File: src/hw/ltc_pkg.sv
// Constants for the line transceiver control register bank.
// Assumes a classic Wishbone slave, 32-bit data, one clock.
package ltc_pkg;

	// Register indices; byte address is four times the index
	localparam logic [7:0] LTC_IDX_OPERATION_MODE   = 8'h60;
	localparam logic [7:0] LTC_IDX_CODE_RD  = 8'h6D;
	localparam logic [7:0] LTC_IDX_CODE_WR  = 8'h6E;
	localparam logic [7:0] LTC_IDX_LOOP     = 8'h70;
	localparam logic [7:0] LTC_IDX_ERRCNT   = 8'h72;
	localparam logic [7:0] LTC_IDX_IRQ_STAT = 8'h7A;
	localparam logic [7:0] LTC_IDX_IRQ_MASK = 8'h7B;
	localparam logic [7:0] LTC_IDX_FW_REV   = 8'h7D;

	// Bus geometry
	localparam int LTC_ADR_W = 10;
	localparam int LTC_DAT_W = 32;

	// Operation mode fields
	localparam int LTC_OP_CPU_BIT = 6;
	localparam logic [7:0] LTC_OPERATION_MODE_RST = 8'h00;

	// Code registers
	localparam int LTC_CODE_W = 4;
	localparam logic [3:0] LTC_CODE_WR_RST = 4'h1;
	localparam logic [3:0] LTC_CODE_IDLE   = 4'hF;

	// Loopback control fields
	localparam int LTC_LP_B1_BIT    = 0;
	localparam int LTC_LP_B2_BIT    = 1;
	localparam int LTC_LP_FULL_BIT  = 2;
	localparam int LTC_LP_PASS_THROUGH_SELECT_BIT = 3;
	localparam int LTC_LP_DIR_BIT   = 4;
	localparam logic [4:0] LTC_LOOP_RST = 5'h08;

	// Interrupt status and mask fields
	localparam int LTC_IRQ_CODE_BIT  = 6;
	localparam int LTC_IRQ_VIOL_BIT  = 5;
	localparam int LTC_IRQ_FRAME_BIT = 0;
	localparam logic [7:0] LTC_IRQ_USED = 8'h61;
	localparam logic [7:0] LTC_MASK_RST = 8'hFF;

	// Counter and channel widths
	localparam int LTC_CNT_W = 8;
	localparam logic [7:0] LTC_CNT_MAX = 8'hFF;
	localparam int LTC_B_W = 8;
	localparam int LTC_D_W = 2;
	localparam int LTC_CH_W = 18;

	// Firmware revision; value is arbitrary
	localparam logic [7:0] LTC_FW_REV_DEF = 8'h5A;

endpackage : ltc_pkg

File: src/hw/ltc_regs.sv
// Control and status register bank of a 4B3T line transceiver.
// Assumes a classic Wishbone master, synchronous inputs, one clock.
//
// Chosen here: the Wishbone register port.
module ltc_regs #(
	parameter logic [7:0] FW_REV = ltc_pkg::LTC_FW_REV_DEF // Arbitrary value
) (
	// Clock and reset
	input  wire logic                          clock,
	input  wire logic                          srst,
	// Wishbone slave
	input  wire logic                          wbCyc,
	input  wire logic                          wbStb,
	input  wire logic                          wbWe,
	input  wire logic [ltc_pkg::LTC_ADR_W-1:0] wbAdr,
	input  wire logic [3:0]                    wbSel,
	input  wire logic [ltc_pkg::LTC_DAT_W-1:0] wbDatW,
	output logic      [ltc_pkg::LTC_DAT_W-1:0] wbDatR,
	output logic                               wbAck,
	// State machine side
	input  wire logic [ltc_pkg::LTC_CODE_W-1:0] smIndCode,
	output logic      [ltc_pkg::LTC_CODE_W-1:0] smCmdCode,
	input  wire logic                           codeViolation,
	input  wire logic                           frameStart,
	// System serial interface command channel
	input  wire logic [ltc_pkg::LTC_CODE_W-1:0] sysCmdIn,
	output logic      [ltc_pkg::LTC_CODE_W-1:0] sysIndOut,
	// Channel data from and to the system interface
	input  wire logic [ltc_pkg::LTC_B_W-1:0] sysRxB1,
	input  wire logic [ltc_pkg::LTC_B_W-1:0] sysRxB2,
	input  wire logic [ltc_pkg::LTC_D_W-1:0] sysRxD,
	output logic      [ltc_pkg::LTC_B_W-1:0] sysTxB1,
	output logic      [ltc_pkg::LTC_B_W-1:0] sysTxB2,
	output logic      [ltc_pkg::LTC_D_W-1:0] sysTxD,
	// Channel data from and to the line side
	input  wire logic [ltc_pkg::LTC_B_W-1:0] lineRxB1,
	input  wire logic [ltc_pkg::LTC_B_W-1:0] lineRxB2,
	input  wire logic [ltc_pkg::LTC_D_W-1:0] lineRxD,
	output logic      [ltc_pkg::LTC_B_W-1:0] lineTxB1,
	output logic      [ltc_pkg::LTC_B_W-1:0] lineTxB2,
	output logic      [ltc_pkg::LTC_D_W-1:0] lineTxD,
	// Interrupt
	output logic                             irqOut
);
	import ltc_pkg::*;

	// All state of the block
	typedef struct packed {
		logic                  ack;
		logic [LTC_DAT_W-1:0]  datR;
		logic                  irq;
		logic [LTC_CODE_W-1:0] smCmd;
		logic [LTC_CODE_W-1:0] sysInd;
		logic [LTC_CH_W-1:0]   sysTx;
		logic [LTC_CH_W-1:0]   lineTx;
		logic                  cpuCtl;
		logic [LTC_CODE_W-1:0] codeWr;
		logic [4:0]            loopCtl;
		logic [7:0]            mask;
		logic [7:0]            status;
		logic [LTC_CNT_W-1:0]  errCnt;
		logic [LTC_CODE_W-1:0] prevInd;
	} ltc_state_t;

	ltc_state_t st_r;
	ltc_state_t st_nxt;

	// Channel helpers: packed as {D, B2, B1}
	function automatic logic [LTC_CH_W-1:0] loopOut(
		input logic [LTC_CH_W-1:0] closed,
		input logic [LTC_CH_W-1:0] own,
		input logic [LTC_CH_W-1:0] far
	);
		loopOut = (closed & own) | (~closed & far);
	endfunction

	function automatic logic [LTC_CH_W-1:0] fwdOut(
		input logic [LTC_CH_W-1:0] closed,
		input logic                nonTrans,
		input logic [LTC_CH_W-1:0] src
	);
		fwdOut = nonTrans ? (src | closed) : src;
	endfunction

	// Request decode
	logic                  busReq;
	logic [7:0]            regIdx;
	logic                  wrLow;
	logic                  rdStat;
	logic                  rdCnt;
	logic [LTC_CH_W-1:0]   sysRx;
	logic [LTC_CH_W-1:0]   lineRx;
	logic [LTC_CH_W-1:0]   closedMask;
	logic [7:0]            events;
	logic [7:0]            maskView;

	// New request, taken in the cycle before ack rises
	assign busReq = wbCyc & wbStb & ~st_r.ack;
	assign regIdx = wbAdr[9:2];
	assign wrLow  = busReq & wbWe & wbSel[0];
	assign rdStat = busReq & ~wbWe & (regIdx == LTC_IDX_IRQ_STAT);
	assign rdCnt  = busReq & ~wbWe & (regIdx == LTC_IDX_ERRCNT);

	// Channel bundles
	assign sysRx  = {sysRxD, sysRxB2, sysRxB1};
	assign lineRx = {lineRxD, lineRxB2, lineRxB1};

	// Which channel bits are looped
	always_comb begin
		closedMask = '0;
		if (st_r.loopCtl[LTC_LP_FULL_BIT]) begin
			closedMask = '1;
		end
		if (st_r.loopCtl[LTC_LP_B2_BIT]) begin
			closedMask[15:8] = '1;
		end
		if (st_r.loopCtl[LTC_LP_B1_BIT]) begin
			closedMask[7:0] = '1;
		end
	end

	// Event sources for the status flags
	always_comb begin
		events = '0;
		events[LTC_IRQ_CODE_BIT]  = smIndCode != st_r.prevInd;
		events[LTC_IRQ_VIOL_BIT]  = codeViolation;
		events[LTC_IRQ_FRAME_BIT] = frameStart;
	end

	// Mask as seen by software, unused bits as ones
	assign maskView = st_r.mask | ~LTC_IRQ_USED;

	// Next state
	always_comb begin
		st_nxt = st_r;

		// One-cycle ack per request; unmapped reads give zero
		st_nxt.ack = busReq;
		if (busReq && !wbWe) begin
			st_nxt.datR = '0;
			unique case (regIdx)
				LTC_IDX_OPERATION_MODE: begin
					st_nxt.datR[LTC_OP_CPU_BIT] = st_r.cpuCtl;
				end
				LTC_IDX_CODE_RD: begin
					st_nxt.datR[3:0] = smIndCode;
				end
				LTC_IDX_LOOP: begin
					st_nxt.datR[4:0] = st_r.loopCtl;
				end
				LTC_IDX_ERRCNT: begin
					st_nxt.datR[7:0] = st_r.errCnt;
				end
				LTC_IDX_IRQ_STAT: begin
					st_nxt.datR[7:0] = st_r.status;
				end
				LTC_IDX_IRQ_MASK: begin
					st_nxt.datR[7:0] = maskView;
				end
				LTC_IDX_FW_REV: begin
					st_nxt.datR[7:0] = FW_REV;
				end
				default: begin
					st_nxt.datR = '0;
				end
			endcase
		end

		// Register writes, low byte lane only
		if (wrLow) begin
			unique case (regIdx)
				LTC_IDX_OPERATION_MODE: begin
					st_nxt.cpuCtl = wbDatW[LTC_OP_CPU_BIT];
				end
				LTC_IDX_CODE_WR: begin
					st_nxt.codeWr = wbDatW[3:0];
				end
				LTC_IDX_LOOP: begin
					st_nxt.loopCtl = wbDatW[4:0];
				end
				LTC_IDX_IRQ_MASK: begin
					st_nxt.mask = wbDatW[7:0] | ~LTC_IRQ_USED;
				end
				default: begin
					st_nxt.mask = st_r.mask;
				end
			endcase
		end

		// Sticky flags: read clears, a new event wins
		st_nxt.status = (rdStat ? 8'h00 : st_r.status) | events;
		st_nxt.prevInd = smIndCode;

		// Saturating error counter; its read reloads it with one for a violation in that cycle, else zero
		if (rdCnt) begin
			st_nxt.errCnt = {7'h00, codeViolation};
		end else if (codeViolation && st_r.errCnt != LTC_CNT_MAX) begin
			st_nxt.errCnt = st_r.errCnt + 8'h01;
		end

		// Level interrupt from unmasked flags
		st_nxt.irq = |(st_r.status & ~st_r.mask);

		// Code routing by the control bit
		if (st_r.cpuCtl) begin
			st_nxt.smCmd  = st_r.codeWr;
			st_nxt.sysInd = LTC_CODE_IDLE;
		end else begin
			st_nxt.smCmd  = sysCmdIn;
			st_nxt.sysInd = smIndCode;
		end

		// Loop paths, one direction for all loops
		if (!st_r.loopCtl[LTC_LP_DIR_BIT]) begin
			st_nxt.sysTx  = loopOut(closedMask, sysRx, lineRx);
			st_nxt.lineTx = fwdOut(closedMask, st_r.loopCtl[LTC_LP_PASS_THROUGH_SELECT_BIT], sysRx);
		end else begin
			st_nxt.lineTx = loopOut(closedMask, lineRx, sysRx);
			st_nxt.sysTx  = fwdOut(closedMask, st_r.loopCtl[LTC_LP_PASS_THROUGH_SELECT_BIT], lineRx);
		end
	end

	// State register with synchronous reset
	always_ff @(posedge clock) begin
		if (srst) begin
			st_r.ack     <= 1'b0;
			st_r.datR    <= '0;
			st_r.irq     <= 1'b0;
			st_r.smCmd   <= LTC_CODE_WR_RST;
			st_r.sysInd  <= '0;
			st_r.sysTx   <= '0;
			st_r.lineTx  <= '0;
			st_r.cpuCtl  <= LTC_OPERATION_MODE_RST[LTC_OP_CPU_BIT];
			st_r.codeWr  <= LTC_CODE_WR_RST;
			st_r.loopCtl <= LTC_LOOP_RST;
			st_r.mask    <= LTC_MASK_RST;
			st_r.status  <= '0;
			st_r.errCnt  <= '0;
			st_r.prevInd <= '0;
		end else begin
			st_r <= st_nxt;
		end
	end

	// Outputs straight from flip-flops
	assign wbAck     = st_r.ack;
	assign wbDatR    = st_r.datR;
	assign irqOut    = st_r.irq;
	assign smCmdCode = st_r.smCmd;
	assign sysIndOut = st_r.sysInd;
	assign sysTxB1   = st_r.sysTx[7:0];
	assign sysTxB2   = st_r.sysTx[15:8];
	assign sysTxD    = st_r.sysTx[17:16];
	assign lineTxB1  = st_r.lineTx[7:0];
	assign lineTxB2  = st_r.lineTx[15:8];
	assign lineTxD   = st_r.lineTx[17:16];
endmodule // ltc_regs

File: config.mk
export PLATFORM = sky130hd
export DESIGN_NAME = ltc_regs
export DESIGN_NICKNAME = d
export VERILOG_FILES = /design/src/hw/ltc_pkg.sv /design/src/hw/ltc_regs.sv
export SDC_FILE = /design/constraint.sdc
export NUM_CORES = 1
export LEC_CHECK = 0
export BUFFER_PORTS_ARGS = -buffer_cell sky130_fd_sc_hd__clkbuf_2
export CORE_ASPECT_RATIO = 1.75
export CORE_MARGIN = 2
export CORE_UTILIZATION = 33
export CTS_BUF_LIST = sky130_fd_sc_hd__clkbuf_4
export DETAILED_ROUTE_END_ITERATION = 16
export PLACE_DENSITY = 0.71
export SLEW_MARGIN = 10
export SYNTH_ARGS = -nofsm -noshare
export SYNTH_HDL_FRONTEND = slang
export SYNTH_SLANG_ARGS = --single-unit
File: constraint.sdc
create_clock -name clock -period 1.55 [get_ports clock]
set_clock_uncertainty 0.2 [all_clocks]
set_input_delay 0 -clock clock [delete_from_list [all_inputs] [get_ports clock]]
set_output_delay 0 -clock clock [all_outputs]
set_load 0.01 [all_outputs]
Word-level counts from Yosys, hierarchy flattened
Index checks and enable logic that the tools add are counted.
{"block": "word_totals", "ff_bits": 87, "output_inout_bits": 78, "elab_cells": 73}
{"block": "classes", "n_mux": 15, "reduce_logical": 11, "bitwise": 21, "n_addsub": 1, "eq_ne": 10}
{"op": "AND 18 bit", "n": 4}
{"op": "OR 18 bit", "n": 4}
{"op": "equality test 8 x 7 -> 1 bit, second input constant", "n": 8}
{"op": "two-way mux 18 bit", "n": 3}
{"op": "two-way mux 36 bit", "n": 1}
{"op": "two-way mux 8 bit", "n": 4}
{"op": "one-hot mux 4 bit (6 select lines)", "n": 1}
{"op": "inverter 18 bit", "n": 1}
{"op": "adder 8 x 1 -> 8 bit, second input constant", "n": 1}
{"op": "AND 8 bit", "n": 1}
{"op": "inequality test 8 bit, second input constant", "n": 1}
{"op": "inverter 8 bit", "n": 1}
{"op": "OR 8 x 7 -> 8 bit", "n": 1}
{"op": "AND reduction 2 bit", "n": 4}
{"op": "OR reduction 8 bit", "n": 1}
{"op": "AND 1 bit", "n": 7}
{"op": "one-hot mux 1 bit (3 select lines)", "n": 2}
{"op": "one-hot mux 1 bit (5 select lines)", "n": 1}
{"op": "inequality test 4 bit", "n": 1}
{"op": "one-hot mux 1 bit (4 select lines)", "n": 1}
{"op": "OR reduction 2 bit", "n": 2}
{"op": "logical AND 1 bit", "n": 2}
{"op": "two-way mux 1 bit", "n": 2}
{"op": "inverter 1 bit", "n": 2}
{"op": "2 further kinds", "n": 2}

Depth between registers and ports, before layout
{"block": "depth", "depth_word": 6, "mapped_depth": 6}

Worst setup path before layout
Ideal clock, no wire load.
{"block": "synth_timing", "kind": "register to register", "from": "register st_r[4] (netlist name)", "to": "register st_r[9] (netlist name)", "setup_ns": 0.070, "t_arrival_ns": 1.326, "synth_period_minus_slack_ns": 1.596, "path_buffers": 0, "stages_incl_launch_ff": 6, "slack_ns": -0.046, "path_cell_list": "dfxtp_1 ha_1 nand3_1 nor2_1 or4_1 a21oi_1"}
{"block": "synth_between", "elab_chain_len": 2, "word_cells_on_any_way": 3, "cone_classes": "1 x add/sub; 1 x eq/ne; 1 x reduce/logical"}
{"item": "start, declared", "line_no": "ltc_regs.sv:65", "rtl": "ltc_state_t st_r;"}
{"item": "start signal, assigned", "line_no": "ltc_regs.sv:241", "rtl": "st_r <= st_nxt;"}
{"item": "parallel branches: the longest is 2 deep, another holds adder 8 x 1 -> 8 bit"}
Parallel ways; which one is timed is not known.
A chain may end at the register's enable or synchronous reset.

Worst setup path after layout
{"block": "layout_timing", "from": "register st_r (netlist bit wbAck)", "to": "register st_r[37] (netlist name)"}
{"block": "layout_between", "elab_chain_len": 5}
{"item": "inverter 1 bit", "line_no": "ltc_regs.sv:98", "rtl": "assign busReq = wbCyc & wbStb & ~st_r.ack;"}
{"item": "AND 1 bit", "line_no": "ltc_regs.sv:98"}
{"item": "AND 1 bit (2 in a row)", "line_no": "ltc_regs.sv:100", "rtl": "assign wrLow = busReq & wbWe & wbSel[0];"}
{"item": "AND reduction 2 bit (no line)"}
No other way between the ends.

==> results by group <==
Layout
  • Share of cells above drive strength 1: 34.61%
  • Final net count: 720
  • Filler instances: 1114
  • Antenna diodes: 0
  • Area grow syn2layout: 36.65%
  • Fin util: 45.69%

Floorplanning
  • I/O pin count: 175
  • Die Height: 149.5 um
  • Initial Utilization: 33.44%
  • Die ar.: 13030 sq um
  • Die X: 87.14 um
  • Core ar.: 11940 sq um
  • Row count: 53

Route
  • Drt via density: 5.105
  • Number of antenna-violating nets in the routed design: 0
  • Post-Route WL: 11.91 mm
  • DR WL/cell: 15.59 um
  • Via count: 3900
  • Number of remaining DRC errors: 0
  • Initial DRC Count: 156
  • Detailed Routing Iterations Pass 1: 5

STA
  • RSZ-0062 raised after global routing: true
  • Setup ws final: -16.25 ps
  • Finish-stage setup viols: 2
  • Fin. Hold Viols: 0
  • Fmax: 0.6385 GHz
  • Setup_tns: -22.60 ps
  • Least-Margin Pin Slew: 628.7 ps
  • Tcrit/Tclk final: 101.0%
  • Max-slew violations: 0
  • Worst slew margin: 57.81%
  • Min Tclk post-route: 1566 ps

Clock tree
  • Clock slew at reported path FFs: 150 ps
  • H-tree Lvls: 3
  • CTS tree: yes
  • Total CTS buffers: 9
  • Maximum clock path buffer count: 2
  • Skew-Pair Late Insertion Delay: 450 ps
  • Clock Sink Count: 82
  • Root Buffer: clkbuf_4

Logic synthesis
  • #FFs+latches synth: 82
  • Mapped Area: 3991 sq um
  • Syn Area/Cell: 8.492 sq um
  • Post-synth EDFFs: 0
  • Sequential element share of the synthesized area: 41.13%
  • Synth top area cells: dfxtp_1, buf_4, nor2_1, o22ai_1, a21oi_1
  • Synth area leader: dfxtp_1
  • Synth warn: 0
  • Synth unique cells: 57
  • Most common library cells after synthesis: dfxtp_1, nor2_1, buf_4, o22ai_1, a21oi_1
  • Asr flop ratio synth: 0%
  • Count leader, synth: dfxtp_1
  • Synth Instances: 470
  • Top cell type's share of synthesized area: 41.13%
  • Primary FF master, synth: dfxtp_1

Outcome
  • Status: finished with violations
  • Failing checks: negative setup slack

Worst setup path
  • Startpoint types: flip-flop
  • CP Data Required Time: 1710 ps
  • CP Data Arrival Time: 1730 ps
  • Worst-path maximum fanout: 11
  • R2R depth: 5
  • CP Capture Type: flip-flop
  • WS Path Type: reg2reg

Job
  • Max_cap viols: 0

Worst hold path
  • Hold Path Depth: 5
  • Tightest Hold Check Type: in2reg

GRT
  • Number of global-route vias before repair: 3923
  • Largest net degree at the start of global routing: 72
  • Grt ovf: 0
  • Initial antenna violation count: 0
  • Total track usage: 17.80%
  • First-pass GRT wire length: 18.08 mm

Power
  • Maximum vdd drop: 0.3384 mV
  • Leak: 2.349 nW
  • Pwr Density: 851.6 nW/um^2

Placed design
  • Dpl hpwl: 8.090 mm
  • GP Congestion: 0.8087
  • PortBufs: 120
-- metal layers --
layer | track usage (%) | part of all wire [%] | wire, um | vias up
met2 | 34.08 | 56 | 6710 | 205
li1 | - | - | - | 1850
met1 | 16.44 | 34 | 4003 | 1802
met3 | 3.585 | 5.7 | 684 | 43
met4 | 11.15 | 4.3 | 512 | 0
met5 | 0 | 0 | 0 | -
-- cell families after synthesis --
| logic type | count (synthesis) | share of synthesized area, % |
|---|---|---|
| flops | 82 | 41.13 |
| buf+inv | 104 | 17.59 |
| simple gates | 166 | 21.00 |
| mux | 12 | 3.135 |
| xor+xnor | 7 | 1.536 |
| compound gates | 97 | 15.20 |
| other cells | 1 | 0.09395 |
| fa+ha+maj | 1 | 0.3134 |
-- report_power, final --
| group | switching [W] | total, W | leakage, nW | internal, W |
|---|---|---|---|---|
| combinational | 0.000338 | 0.000668 | 1.56 | 0.000331 |
| clock | 0.000782 | 0.00176 | 0.106 | 0.000978 |
| sequential | 0.0000287 | 0.00222 | 0.680 | 0.00219 |
-- critical path, cell delays in order, from the launching register on --
cell and delay, ps:
dfxtp_2 360, nand3b_1 200, nor3_2 220, buf_4 220
a21oi_1 70, a41o_1 200
-- repair_timing --
item	CTS	global route
resized for setup	15	43
pin swaps	12	7
gates cloned	0	0
endpoints found under the setup margin	52	52
endpoints found under the hold margin	82	2
hold buffers	66	2
setup buffers	1	0
-- worst paths after layout --
check                           slack (ps)      start        end
worst max-delay path                   -20      wbAck   st_r[37]
worst min-delay path                    10   wbAdr[2]   st_r[28]
worst max register to register         -20      wbAck   st_r[37]
worst min register to register         270  wbDatR[1]  wbDatR[1]
-- per-stage QoR --
| step | cell area (sq um) | std cells | hold slack (ps) | setup WS, ps | total power, W |
|---|---|---|---|---|---|
| floorplan | 4085 | 493 | -84.18 | -20.18 | 0.002638 |
| global placement | 4394 | 679 | 41.22 | -71.25 | 0.002746 |
| detailed placement | 4394 | 679 | 38.43 | -91.36 | 0.002757 |
| CTS | 5301 | 762 | -71.69 | -67.97 | 0.004626 |
| global route | 5454 | 764 | 4.857 | -79.03 | 0.004814 |
| finish | 5454 | 764 | 11.98 | -16.25 | 0.004644 |
-- area by class of cell --
type | count | area [sq um] | area share [%]
Clock inverter | 7 | 141.4 | 2.592
Timing Repair Buffer | 217 | 1526 | 27.99
Inverter | 5 | 18.77 | 0.3441
Clock buffer | 9 | 67.56 | 1.239
Multi-Input combinational cell | 307 | 1876 | 34.39
Tap cell | 137 | 171.4 | 3.143
Sequential cell | 82 | 1653 | 30.31
-- registers in the layout (all words and copies together) (netlist names), 2 cells and up --
signal and flops:
wbDatR 8, lineTxB2 8, sysTxB1 8, sysTxB2 8, lineTxD 2, st_r 25, maskView 3, smCmdCode 4
lineTxB1 8, sysIndOut 4, sysTxD 2
-- cell usage in the layout (no fill, tap or decap), types with 3 or more instances in the layout --
| cell type | count |
|---|---|
| a211oi_1 | 3 |
| a21oi_1 | 22 |
| a21oi_2 | 3 |
| a221oi_1 | 4 |
| buf_4 | 26 |
| bufinv_16 | 4 |
| clkbuf_2 | 117 |
| clkbuf_4 | 12 |
| conb_1 | 24 |
| dfxtp_1 | 73 |
| dfxtp_2 | 9 |
| dlygate4sd3_1 | 68 |
| inv_1 | 5 |
| mux2_2 | 4 |
| mux2i_1 | 8 |
| nand2_1 | 15 |
| nand2b_1 | 4 |
| nand3_1 | 14 |
| nand4_1 | 4 |
| nor2_1 | 75 |
| nor2_2 | 4 |
| nor2_4 | 4 |
| nor2b_1 | 6 |
| nor3_1 | 7 |
| o21ai_1 | 13 |
| o21ai_2 | 3 |
| o22ai_1 | 32 |
| or2_2 | 3 |
| or4b_1 | 3 |
| xnor2_1 | 4 |
| xor2_1 | 3 |
(Power assumes the default switching activity.)
